$ cat config.mk
export PLATFORM = sky130hd
export DESIGN_NAME = clock_error_fallback_status
export DESIGN_NICKNAME = d
export VERILOG_FILES = /design/src/verilog/clk_status_pkg.sv /design/src/verilog/clock_error_fallback_status.sv
export SDC_FILE = /design/constraint.sdc
export NUM_CORES = 1
export LEC_CHECK = 0
export BUFFER_PORTS_ARGS = -buffer_cell sky130_fd_sc_hd__buf_2
export CORE_UTILIZATION = 48
export CTS_CLUSTER_DIAMETER = 100
export DETAILED_ROUTE_END_ITERATION = 10
export PLACE_DENSITY = 0.73
export SYNTH_ARGS = -nofsm -noshare
export SYNTH_HDL_FRONTEND = slang
export SYNTH_SLANG_ARGS = --single-unit
$ cat constraint.sdc
create_clock -name clock -period 2.3 [get_ports clock]
set_clock_uncertainty 0.15 [all_clocks]
set_input_delay 0.46 -clock clock [delete_from_list [all_inputs] [get_ports clock]]
set_output_delay 0.46 -clock clock [all_outputs]
set_load 0.01 [all_outputs]
$ cat src/verilog/clk_status_pkg.sv
// Register map, field positions, reset values and codes of the clock
// error and fallback status bank.
// Assumes a 12-bit APB byte address with one aligned word per register.
`default_nettype none
package clk_status_pkg;
	// Register indices; byte address is four times the index
	localparam logic [9:0]  IDX_ERR_LOW    = 10'h122;
	localparam logic [9:0]  IDX_ERR_HIGH   = 10'h123;
	localparam logic [9:0]  IDX_FB_STATUS  = 10'h124;
	localparam logic [9:0]  IDX_PLL_STATUS = 10'h125;
	localparam logic [11:0] ADDR_ERR_LOW    = {IDX_ERR_LOW, 2'b00};
	localparam logic [11:0] ADDR_ERR_HIGH   = {IDX_ERR_HIGH, 2'b00};
	localparam logic [11:0] ADDR_FB_STATUS  = {IDX_FB_STATUS, 2'b00};
	localparam logic [11:0] ADDR_PLL_STATUS = {IDX_PLL_STATUS, 2'b00};
	// Interrupt and threshold registers
	localparam logic [11:0] ADDR_INT_STATUS = 12'h4a0;
	localparam logic [11:0] ADDR_INT_MASK   = 12'h4a4;
	localparam logic [11:0] ADDR_UNLOCK_THR = 12'h4a8;
	// Reset values
	localparam logic [7:0]  RST_ERR_LOW    = 8'h00;
	localparam logic [7:0]  RST_ERR_HIGH   = 8'h00;
	localparam logic [4:0]  RST_INT_MASK   = 5'h00;
	localparam logic [15:0] RST_UNLOCK_THR = 16'h03e8;
	localparam logic [2:0]  RST_PENDING    = 3'h0;
	// Fallback status byte fields
	localparam int FB_IN_FALLBACK_BIT = 7;
	localparam int FB_STATE_MSB       = 6;
	localparam int FB_STATE_LSB       = 4;
	localparam int FB_XY_SEL_BIT      = 3;
	localparam int FB_GO_PEND_BIT     = 2;
	localparam int FB_CLEAR_PEND_BIT  = 1;
	localparam int FB_FORCE_PEND_BIT  = 0;
	// PLL status byte fields
	localparam int PLL_RAW_UNLOCK_BIT = 7;
	localparam int PLL_THR_FLAG_BIT   = 6;
	localparam int PLL_DP1_MSB        = 5;
	localparam int PLL_DP1_LSB        = 4;
	localparam int PLL_DP2_MSB        = 3;
	localparam int PLL_DP2_LSB        = 2;
	localparam int PLL_CMR_BIT        = 1;
	localparam int PLL_PAGE_BIT       = 0;
	// Interrupt status fields
	localparam int INT_NEW_ERR_LOW  = 0;
	localparam int INT_NEW_ERR_HIGH = 1;
	localparam int INT_STATE_CHANGE = 2;
	localparam int INT_CMD_DONE     = 3;
	localparam int INT_UNLOCK_THR   = 4;
	localparam int INT_WIDTH        = 5;
	// Fallback state codes
	localparam logic [2:0] FB_INITIAL      = 3'h7;
	localparam logic [2:0] FB_PRIMARY      = 3'h0;
	localparam logic [2:0] FB_TO_PRIMARY   = 3'h1;
	localparam logic [2:0] FB_SECONDARY    = 3'h2;
	localparam logic [2:0] FB_TO_SECONDARY = 3'h3;
	localparam logic [2:0] FB_FS_1         = 3'h4;
	localparam logic [2:0] FB_FS_2         = 3'h5;
	// Digital PLL lock codes
	localparam logic [1:0] DPLL_LOCKED  = 2'h0;
	localparam logic [1:0] DPLL_SLOW    = 2'h1;
	localparam logic [1:0] DPLL_FAST    = 2'h2;
	localparam logic [1:0] DPLL_INVALID = 2'h3;
endpackage : clk_status_pkg
`default_nettype wire

$ cat src/verilog/clock_error_fallback_status.sv
// Clock error latching, fallback status and PLL status bank with APB slave.
// Assumes all status inputs except the raw multiplier PLL lock come from
// logic on clock; that one arrives from the analog PLL and is synchronised.
//
// Behaviour
// RULE1 - Transient error sets latched flag, which holds
// RULE2 - Latched flags feed the fallback logic
// RULE3 - Low byte: sclkx2, sclk, c2, c4, c16 pair, c8
// RULE4 - High byte: failsafe, dpll syncs, netrefs, frames
// RULE5 - Flags: one is error, reset to zero
// RULE6 - Write one clears flag; status bytes read-only
// RULE7 - Bit 7 shows fallback or failsafe state
// RULE8 - Bits 6:4 carry the fallback state code
// RULE9 - Bit 3 high when X set active
// RULE10 - Clock commands stay pending until frame sync
// RULE11 - Pending bits: go 2, clear 1, force 0
// RULE12 - Pending bit clears on its execution cycle
// RULE13 - Bit 7 raw unlock, bit 6 threshold flag
// RULE14 - Threshold flag after unlock exceeds threshold
// RULE15 - Digital PLL one state, never code 11
// RULE16 - Digital PLL two state, same encoding
// RULE17 - Bit 1 high while connection memory resets
// RULE18 - Bit 0 gives active data memory page
//
// Chosen here: the APB interface to the registers.
`timescale 1ns/10ps
`default_nettype none
module clock_error_fallback_status (
	// Clock, reset, enable
	input  wire logic        clock,
	input  wire logic        sys_rst,
	input  wire logic        clockEnable,
	// APB slave
	input  wire logic        psel,
	input  wire logic        penable,
	input  wire logic        pwrite,
	input  wire logic [11:0] paddr,
	input  wire logic [31:0] pwdata,
	input  wire logic [3:0]  pstrb,
	output logic [31:0]      prdata,
	output logic             pready,
	output logic             pslverr,
	// Transient clock errors
	input  wire logic [7:0]  transientErrLow,
	input  wire logic [7:0]  transientErrHigh,
	// Latched errors toward the fallback machine
	output logic [7:0]       errLatchedLow,
	output logic [7:0]       errLatchedHigh,
	// Fallback machine status
	input  wire logic [2:0]  fallbackStateCode,
	input  wire logic        inFallbackFlag,
	input  wire logic        activeClockSetSel,
	// Clock commands and frame sync
	input  wire logic        goCmdIssue,
	input  wire logic        clearCmdIssue,
	input  wire logic        forceCmdIssue,
	input  wire logic        frameSync,
	output logic             goCmdExec,
	output logic             clearCmdExec,
	output logic             forceCmdExec,
	// PLL and memory status
	input  wire logic        multPllUnlockedPin,
	input  wire logic [1:0]  digPllOneLockState,
	input  wire logic [1:0]  digPllTwoLockState,
	input  wire logic        connMemResetActive,
	input  wire logic        activeDataPage,
	// Interrupt
	output logic             irq
);
	// Latched error bytes
	logic [7:0]  errLowReg;
	logic [7:0]  errLowNext;
	logic [7:0]  errHighReg;
	logic [7:0]  errHighNext;
	// Pending commands {go, clear, force}
	logic [2:0]  pendingReg;
	logic [2:0]  pendingNext;
	logic [2:0]  execReg;
	// Raw unlock synchroniser and filtered value
	logic        unlockSync1Reg;
	logic        unlockSync2Reg;
	logic        unlockSync3Reg;
	logic        unlockStableReg;
	// Unlock duration counter and threshold flag
	logic [15:0] unlockCountReg;
	logic [15:0] unlockCountNext;
	logic        thrFlagReg;
	logic        thrFlagNext;
	logic [15:0] unlockThrReg;
	// Registered copies of status inputs
	logic [2:0]  stateCodeReg;
	logic        inFallbackReg;
	logic        xySelReg;
	logic [1:0]  dp1Reg;
	logic [1:0]  dp2Reg;
	logic        cmrReg;
	logic        pageReg;
	// Interrupt status and mask
	logic [4:0]  intStatusReg;
	logic [4:0]  intStatusNext;
	logic [4:0]  intMaskReg;
	logic [4:0]  intEvents;
	// Read data register
	logic [31:0] prdataReg;

	// Zero wait states: an access ends in its first access cycle,
	// and a low enable simply stretches it
	// Bus phase decode
	wire         setupPhase  = psel & ~penable;
	wire         accessDone  = psel & penable & clockEnable;
	wire         writeDone   = accessDone & pwrite;
	wire         readDone    = accessDone & ~pwrite;
	wire         lane0       = pstrb[0];
	wire         lane1       = pstrb[1];

	// Address decode for the error answer; the read mux uses the register selects
	function automatic logic isMapped(input logic [11:0] addr);
		isMapped = (addr == clk_status_pkg::ADDR_ERR_LOW) ||
		           (addr == clk_status_pkg::ADDR_ERR_HIGH) ||
		           (addr == clk_status_pkg::ADDR_FB_STATUS) ||
		           (addr == clk_status_pkg::ADDR_PLL_STATUS) ||
		           (addr == clk_status_pkg::ADDR_INT_STATUS) ||
		           (addr == clk_status_pkg::ADDR_INT_MASK) ||
		           (addr == clk_status_pkg::ADDR_UNLOCK_THR);
	endfunction : isMapped

	// Invalid code 11 is folded onto fast correction
	function automatic logic [1:0] lockCode(input logic [1:0] raw);
		lockCode = (raw == clk_status_pkg::DPLL_INVALID) ?
		           clk_status_pkg::DPLL_FAST : raw;
	endfunction : lockCode

	// Register selects
	wire selErrLow  = (paddr == clk_status_pkg::ADDR_ERR_LOW);
	wire selErrHigh = (paddr == clk_status_pkg::ADDR_ERR_HIGH);
	wire selFb      = (paddr == clk_status_pkg::ADDR_FB_STATUS);
	wire selPll     = (paddr == clk_status_pkg::ADDR_PLL_STATUS);
	wire selIntStat = (paddr == clk_status_pkg::ADDR_INT_STATUS);
	wire selIntMask = (paddr == clk_status_pkg::ADDR_INT_MASK);
	wire selThr     = (paddr == clk_status_pkg::ADDR_UNLOCK_THR);
	wire mapped     = isMapped(paddr);

	// Status byte assembly
	wire [7:0] fbStatusByte = {
		inFallbackReg,                         // [RULE7]
		stateCodeReg,                          // [RULE8]
		xySelReg,                              // [RULE9]
		pendingReg                             // [RULE11]
	};
	wire [7:0] pllStatusByte = {
		unlockStableReg,                       // [RULE13]
		thrFlagReg,                            // [RULE13]
		dp1Reg,                                // [RULE15]
		dp2Reg,                                // [RULE16]
		cmrReg,                                // [RULE17]
		pageReg                                // [RULE18]
	};

	// Unmapped offsets read zero and only raise pslverr
	// Read mux; narrow registers sit low, upper bits read zero
	wire [31:0] readMux =
		selErrLow  ? {24'h000000, errLowReg} :
		selErrHigh ? {24'h000000, errHighReg} :
		selFb      ? {24'h000000, fbStatusByte} :
		selPll     ? {24'h000000, pllStatusByte} :
		selIntStat ? {27'h0000000, intStatusReg} :
		selIntMask ? {27'h0000000, intMaskReg} :
		selThr     ? {16'h0000, unlockThrReg} :
		32'h00000000;

	// Status bytes have no write path, so they stay read-only
	// without costing an error response [RULE6]
	// Write-one-to-clear strobes; status bytes ignore writes
	wire [7:0] clrLow  = (writeDone & selErrLow & lane0) ?
	                     pwdata[7:0] : 8'h00;     // [RULE6]
	wire [7:0] clrHigh = (writeDone & selErrHigh & lane0) ?
	                     pwdata[7:0] : 8'h00;     // [RULE6]

	// A new error wins over a clear in the same cycle
	always_comb begin
		errLowNext  = (errLowReg & ~clrLow) | transientErrLow;   // [RULE1]
		errHighNext = (errHighReg & ~clrHigh) | transientErrHigh; // [RULE1]
	end

	// Commands execute on frame sync; issue in that cycle waits again
	// Issue is OR-ed in after the clear so a command that meets a
	// frame sync in one cycle is never lost
	wire [2:0] issueVec = {goCmdIssue, clearCmdIssue, forceCmdIssue};
	wire [2:0] execVec  = frameSync ? pendingReg : 3'h0;     // [RULE10]
	always_comb begin
		pendingNext = (pendingReg & ~execVec) | issueVec;   // [RULE12]
	end

	// Unlock counter saturates, flag once count passes threshold
	// Limitation: a threshold of all ones can never be exceeded,
	// so the flag then stays low for good
	always_comb begin
		unlockCountNext = unlockCountReg;
		thrFlagNext     = 1'b0;
		if (unlockStableReg) begin
			if (unlockCountReg != 16'hffff) begin
				unlockCountNext = unlockCountReg + 16'h0001;
			end
			thrFlagNext = (unlockCountReg > unlockThrReg); // [RULE14]
		end else begin
			unlockCountNext = 16'h0000;
		end
	end

	// Interrupt events, read clear loses to a new event
	// State change compares with the snapshot: one event per change
	always_comb begin
		intEvents = '0;
		intEvents[clk_status_pkg::INT_NEW_ERR_LOW] =
			|(transientErrLow & ~errLowReg);
		intEvents[clk_status_pkg::INT_NEW_ERR_HIGH] =
			|(transientErrHigh & ~errHighReg);
		intEvents[clk_status_pkg::INT_STATE_CHANGE] =
			(fallbackStateCode != stateCodeReg);
		intEvents[clk_status_pkg::INT_CMD_DONE] = |execVec;
		intEvents[clk_status_pkg::INT_UNLOCK_THR] = thrFlagNext & ~thrFlagReg;
		intStatusNext = intStatusReg;
		if (readDone && selIntStat) begin
			// Only bits that were returned are cleared
			intStatusNext = intStatusReg & ~prdataReg[4:0];
		end
		intStatusNext = intStatusNext | intEvents;
	end

	// Latched errors and pending commands
	always_ff @(posedge clock) begin
		if (sys_rst) begin
			errLowReg  <= clk_status_pkg::RST_ERR_LOW;   // [RULE5]
			errHighReg <= clk_status_pkg::RST_ERR_HIGH;  // [RULE5]
			pendingReg <= clk_status_pkg::RST_PENDING;   // [RULE11]
			execReg    <= 3'h0;
		end else if (clockEnable) begin
			errLowReg  <= errLowNext;
			errHighReg <= errHighNext;
			pendingReg <= pendingNext;
			execReg    <= execVec;
		end
	end

	// Raw unlock pin: three flops, change taken when last two agree
	// First flop may go metastable; only the second flop reads it
	always_ff @(posedge clock) begin
		if (sys_rst) begin
			unlockSync1Reg  <= 1'b0;
			unlockSync2Reg  <= 1'b0;
			unlockSync3Reg  <= 1'b0;
			unlockStableReg <= 1'b0;
		end else if (clockEnable) begin
			unlockSync1Reg <= multPllUnlockedPin;
			unlockSync2Reg <= unlockSync1Reg;
			unlockSync3Reg <= unlockSync2Reg;
			if (unlockSync2Reg == unlockSync3Reg) begin
				unlockStableReg <= unlockSync3Reg;      // [RULE13]
			end
		end
	end

	// Unlock duration tracking
	always_ff @(posedge clock) begin
		if (sys_rst) begin
			unlockCountReg <= 16'h0000;
			thrFlagReg     <= 1'b0;
		end else if (clockEnable) begin
			unlockCountReg <= unlockCountNext;
			thrFlagReg     <= thrFlagNext;
		end
	end

	// Status snapshots, one cycle behind their sources
	// One cycle of latency buys a read word that is consistent with
	// what the setup edge captures
	always_ff @(posedge clock) begin
		if (sys_rst) begin
			stateCodeReg  <= clk_status_pkg::FB_INITIAL; // [RULE8]
			inFallbackReg <= 1'b0;                       // [RULE7]
			xySelReg      <= 1'b0;
			dp1Reg        <= clk_status_pkg::DPLL_LOCKED;
			dp2Reg        <= clk_status_pkg::DPLL_LOCKED;
			cmrReg        <= 1'b0;                       // [RULE17]
			pageReg       <= 1'b0;
		end else if (clockEnable) begin
			stateCodeReg  <= fallbackStateCode;
			inFallbackReg <= inFallbackFlag;
			xySelReg      <= activeClockSetSel;
			dp1Reg        <= lockCode(digPllOneLockState); // [RULE15]
			dp2Reg        <= lockCode(digPllTwoLockState); // [RULE16]
			cmrReg        <= connMemResetActive;
			pageReg       <= activeDataPage;
		end
	end

	// Software-written mask and threshold
	always_ff @(posedge clock) begin
		if (sys_rst) begin
			intMaskReg   <= clk_status_pkg::RST_INT_MASK;
			unlockThrReg <= clk_status_pkg::RST_UNLOCK_THR;
		end else if (clockEnable) begin
			if (writeDone && selIntMask && lane0) begin
				intMaskReg <= pwdata[4:0];
			end
			if (writeDone && selThr && lane0) begin
				unlockThrReg[7:0] <= pwdata[7:0];
			end
			if (writeDone && selThr && lane1) begin
				unlockThrReg[15:8] <= pwdata[15:8];
			end
		end
	end

	// Interrupt status
	always_ff @(posedge clock) begin
		if (sys_rst) begin
			intStatusReg <= '0;
		end else if (clockEnable) begin
			intStatusReg <= intStatusNext;
		end
	end

	// Read data captured in setup, so access phase answers at once
	always_ff @(posedge clock) begin
		if (sys_rst) begin
			prdataReg <= 32'h00000000;
		end else if (clockEnable && setupPhase) begin
			prdataReg <= pwrite ? 32'h00000000 : readMux;
		end
	end

	// Outputs
	assign prdata         = prdataReg;
	assign pready         = psel & penable & clockEnable;
	assign pslverr        = accessDone & ~mapped;
	assign errLatchedLow  = errLowReg;              // [RULE2] [RULE3]
	assign errLatchedHigh = errHighReg;             // [RULE2] [RULE4]
	assign goCmdExec      = execReg[2];
	assign clearCmdExec   = execReg[1];
	assign forceCmdExec   = execReg[0];
	assign irq            = |(intStatusReg & intMaskReg);
endmodule : clock_error_fallback_status
`default_nettype wire

==> flow_summary.rst <==
.. list-table::
   :header-rows: 1

   * - Metric
     - Value
   * - Cell depth of the worst hold path
     - 3
   * - Area of combinational cells with multiple inputs
     - ~0.0028 mm²
   * - IR drop worst, VDD
     - 0.251 mV
   * - Flop2flop setup slack
     - 180 ps
   * - F_max
     - 443 MHz
   * - WL per Instance
     - about 16 µm
   * - Least setup slack across all paths after layout
     - 44.4 ps
   * - Global router's overall resource usage
     - a little over a quarter
   * - Maximum number of pins on one net before global-route repair
     - 39
   * - Final max-slew violation count
     - 0
   * - Number of buffers added by the clock tree synthesis step
     - 9
   * - Insertion delay of the later-clocked pin in the worst-skew pair
     - between 300 and 400 ps
   * - Synthesis-to-layout area growth
     - 18.8%
   * - Number of global-route vias before repair
     - ~4600
   * - Tightest slew margin relative to the limit
     - about 62%
   * - Critical path type
     - in2out
   * - CTS tree
     - yes
   * - Hold Path Origin
     - activeClockSetSel
   * - Predominant post-synthesis flop cell
     - sky130_fd_sc_hd__dfxtp_1
   * - Filler instances
     - around 950
   * - Leakage power
     - 2.66 nW
   * - Count of state elements after synthesis
     - 96
   * - Antenna violations before repair
     - 0
   * - Total Nets Final
     - 850
   * - Final worst path period need
     - 2260 ps
   * - Storage element area
     - a little under 0.002 mm²
   * - Worst-path cell chain
     - buf_2, or4b_4, nor2_4, a21boi_0, buf_2
   * - Hold slack final
     - approximately 150 ps
   * - Number of distinct library cells after synthesis
     - 65
   * - Ant. Diodes
     - 0
   * - Number of nets with antenna violations after routing
     - 0
   * - Clock root cell
     - sky130_fd_sc_hd__clkbuf_8
   * - Register area share after synthesis
     - 37.6%
   * - Final weighted congestion in routability-driven placement
     - 0.959
   * - DIE AREA
     - 0.0111 mm²
   * - Number of standard-cell rows in the floorplan
     - 37
   * - Power density over cell area
     - about 520 mW/mm²
   * - Fraction of layout cells with a size suffix above 1
     - about a quarter
   * - Routed via count divided by cell count
     - approximately 5.6
   * - Synthesized area
     - about 0.005 mm²
   * - H-Tree Depth
     - 3
   * - Count of mapped cells out of synthesis
     - 624
   * - Initial cell density of the core
     - about half
   * - Setup WS pre-CTS
     - -168 ps
   * - Delay of the slowest critical-path stage
     - between 600 and 700 ps
   * - Synth Area per Inst
     - about 8 µm²
   * - Clock sinks
     - 96
   * - Die span in y
     - roughly 110 µm
   * - Dominant cell type by count on the critical path
     - sky130_fd_sc_hd__buf_2
   * - Capture endpoint of the worst hold path
     - xySelReg
   * - Yosys Warn Count
     - 0
   * - Share of flip-flops with an asynchronous set or reset
     - 0%
   * - Wire length of the first global-routing pass
     - 23500 µm
   * - Routed Wire Length
     - between 10000 and 15000 µm
   * - Outcome
     - complete, no violations
   * - CP Data Arrival Time
     - around 1700 ps
   * - Number of hold violations in the final report
     - 0
   * - Final HPWL from detailed placement
     - about 11000 µm
   * - Post-route fraction of the period consumed by the critical path
     - between 90% and 100%
   * - Crit start category
     - input port
   * - CORE AREA
     - 0.0103 mm²
   * - Die width
     - 105 µm
   * - Master of the slowest instance on the critical path
     - sky130_fd_sc_hd__or4b_4
   * - # setup viols final
     - 0
   * - Ports
     - 140
   * - Worst flop-to-flop path startpoint
     - unlockCountReg[1]
   * - Tightest Pin Transition
     - around 570 ps
   * - Initial drt markers
     - between 400 and 500
   * - Gr ovfl total
     - 0
   * - Kind of capture point of the worst setup path
     - primary output
   * - Total number of vias
     - roughly 5000
   * - Max-cap violations
     - 0
   * - Reg2reg path depth
     - 6
   * - Buffer depth of the longest clock path
     - 2
   * - Setup repair after global routing missed its margin
     - no
   * - Crit path required time
     - 1690 ps
   * - Layout Utilization
     - 58.9%
   * - Count of port buffers added during placement
     - around 110
   * - Register clock-pin slew on the reported worst setup and hold paths
     - around 100 ps
   * - Max Fanout on Critical Path
     - 6
   * - Class of the most critical hold timing path
     - in2reg
   * - Endpoint of the lowest-slack register-to-register path
     - unlockCountReg[15]
   * - Final std cells w/o fill
     - between 800 and 900
   * - DRC Markers
     - 0
   * - First-pass detailed-route iteration total
     - 5
   * - Post-synth EDFFs
     - 0
   * - Placed cell count
     - just under 900
==> cells in the mapped netlist, types with 2 or more instances <==
cell type                   number  area, µm²
sky130_fd_sc_hd__xnor2_1         5       43.8
sky130_fd_sc_hd__and2_1          4       25.0
sky130_fd_sc_hd__inv_1          55        206
sky130_fd_sc_hd__o31ai_1         4       30.0
sky130_fd_sc_hd__and3_1          4       25.0
sky130_fd_sc_hd__a31oi_1         4       25.0
sky130_fd_sc_hd__a222oi_1        4       40.0
sky130_fd_sc_hd__nor3_1          6       30.0
sky130_fd_sc_hd__nor3b_1         2       15.0
sky130_fd_sc_hd__or3_1           4       25.0
sky130_fd_sc_hd__mux2_2          4       45.0
sky130_fd_sc_hd__a2bb2oi_1       2       17.5
sky130_fd_sc_hd__o2bb2ai_1       2       17.5
sky130_fd_sc_hd__nor4b_4         2       47.6
sky130_fd_sc_hd__and4_1          3       26.3
sky130_fd_sc_hd__o22ai_1         5       31.3
sky130_fd_sc_hd__xor2_1          7       61.3
sky130_fd_sc_hd__nor2b_1         4       25.0
sky130_fd_sc_hd__a22oi_1        14        105
sky130_fd_sc_hd__a21oi_1        58        290
sky130_fd_sc_hd__buf_1           4       15.0
sky130_fd_sc_hd__nand3_1         9       45.0
sky130_fd_sc_hd__nand3b_1        3       22.5
sky130_fd_sc_hd__buf_2           2       10.0
sky130_fd_sc_hd__buf_4          18        135
sky130_fd_sc_hd__a21boi_0        3       22.5
sky130_fd_sc_hd__a221o_1         4       40.0
sky130_fd_sc_hd__a221oi_1        2       17.5
sky130_fd_sc_hd__ha_1           17        213
sky130_fd_sc_hd__a2111oi_0       4       35.0
sky130_fd_sc_hd__nor2_1         57        214
sky130_fd_sc_hd__nand4_1         5       31.3
sky130_fd_sc_hd__o211ai_1       16        120
sky130_fd_sc_hd__a31o_2          2       17.5
sky130_fd_sc_hd__nand2_1        58        218
sky130_fd_sc_hd__or4_1           3       22.5
sky130_fd_sc_hd__clkbuf_1       21       78.8
sky130_fd_sc_hd__nand4b_1        4       35.0
sky130_fd_sc_hd__nand2b_1        9       56.3
sky130_fd_sc_hd__nor4_1          4       25.0
sky130_fd_sc_hd__o21ai_1         2       10.0
sky130_fd_sc_hd__dfxtp_1        96       1920
sky130_fd_sc_hd__mux2i_1        25        250
sky130_fd_sc_hd__or4b_4          2       27.5
sky130_fd_sc_hd__o21ai_0        41        205
==> kinds of logic (layout without fill, tap and decap cells) <==
| kind of cell | Yosys count | count (layout) | synth area share [%] |
|---|---|---|---|
| other | 1 | 16 | 0.0733 |
| XOR/XNOR | 12 | 12 | 2.05 |
| AND/OR/NAND/NOR | 192 | 192 | 19.7 |
| AO/OA/AOI/OAI | 176 | 176 | 21.6 |
| adder cells (fa/ha/maj) | 17 | 17 | 4.16 |
| buffers and inverters | 101 | 214 | 9.10 |
| multiplexers | 29 | 29 | 5.77 |
| flip-flops | 96 | 96 | 37.6 |
==> how the worst max path moves through the flow <==
stage	startpoint	cells after the start	end	slack, ps
finish	paddr[1]	5	pslverr	40
global route	paddr[1]	5	pslverr	7
CTS	paddr[6]	5	pslverr	10
detailed placement	paddr[6]	7	prdata[7]	-170
global placement	paddr[6]	7	prdata[3]	-120
floorplan	paddr[6]	6	intMaskReg[4]	70
==> report_power, final <==
part           leakage (nW)  internal, mW  total (mW)  switching [mW]
clock network        0.0822         0.400        1.06           0.655
registers             0.782          1.70        1.75          0.0434
logic                  1.79         0.154       0.373           0.219
==> per-stage QoR <==
| step | cell area [µm²] | setup TNS, ps | power, mW |
|---|---|---|---|
| 5_1_grt | 6080 | 0 | 3.30 |
| 2_1_floorplan | 5170 | 0 | 1.99 |
| 4_1_cts | 6070 | 0 | 3.18 |
| 3_3_place_gp | 5890 | -1700 | 2.14 |
| 3_5_place_dp | 5890 | -2360 | 2.15 |
| 6_report | 6080 | 0 | 3.18 |
==> worst max-delay path: cells and delay by family <==
kind            cells  cell delay [ps]
compound gates      1              130
simple gates        2              760
buf+inv             2              280
==> cell type report <==
class	instances	area share, %
Clock buffer	9	2.04
Timing Repair Buffer	143	13.3
Inverter	55	3.40
Tap cell	136	2.80
Sequential cell	96	31.6
Clock inverter	7	0.885
Multi-Input combinational cell	442	45.9
==> state kept, by name, indices dropped and copies added (netlist names), 2 cells and up <==
name            flops
pendingReg          3
unlockThrReg       16
errLatchedHigh      8
stateCodeReg        3
prdata             16
unlockCountReg     16
intStatusReg        5
errLatchedLow       8
dp1Reg              2
dp2Reg              2
intMaskReg          5
execReg             3
==> layout by cell type (no fill, tap or decap), types with 4 or more instances in the layout <==
cell type	instances
sky130_fd_sc_hd__xor2_1	7
sky130_fd_sc_hd__nor2_1	57
sky130_fd_sc_hd__a22oi_1	14
sky130_fd_sc_hd__o31ai_1	4
sky130_fd_sc_hd__and3_1	4
sky130_fd_sc_hd__xnor2_1	5
sky130_fd_sc_hd__ha_1	17
sky130_fd_sc_hd__mux2i_1	25
sky130_fd_sc_hd__a222oi_1	4
sky130_fd_sc_hd__conb_1	16
sky130_fd_sc_hd__nor3_1	6
sky130_fd_sc_hd__nor2b_1	4
sky130_fd_sc_hd__nor4_1	4
sky130_fd_sc_hd__inv_1	55
sky130_fd_sc_hd__o211ai_1	16
sky130_fd_sc_hd__a221o_1	4
sky130_fd_sc_hd__and2_1	4
sky130_fd_sc_hd__clkbuf_8	9
sky130_fd_sc_hd__buf_4	38
sky130_fd_sc_hd__nand4b_1	4
sky130_fd_sc_hd__mux2_2	4
sky130_fd_sc_hd__a2111oi_0	4
sky130_fd_sc_hd__a21oi_1	58
sky130_fd_sc_hd__nand4_1	5
sky130_fd_sc_hd__nand2_1	58
sky130_fd_sc_hd__nand3_1	9
sky130_fd_sc_hd__dfxtp_1	96
sky130_fd_sc_hd__buf_2	105
sky130_fd_sc_hd__a31oi_1	4
sky130_fd_sc_hd__o22ai_1	5
sky130_fd_sc_hd__o21ai_0	41
sky130_fd_sc_hd__or3_1	4
sky130_fd_sc_hd__nand2b_1	9
==> layer usage <==
layer	vias to the layer above	GRT usage, %	routed length [µm]
met1	2326	37.5	6610
met5	-	0	0
met2	205	42.5	6550
met3	24	5.32	1180
met4	0	8.75	268
li1	2425	-	-
==> timing repair <==
action | CTS | global route
hold buffers | 0 | 0
endpoints found under the setup margin | 1 | 1
hold endpoints to repair | 0 | 0
pin swaps | 0 | 1
setup buffers | 0 | 1
resized for setup | 1 | 0
Power figures use the tool's default switching activity.
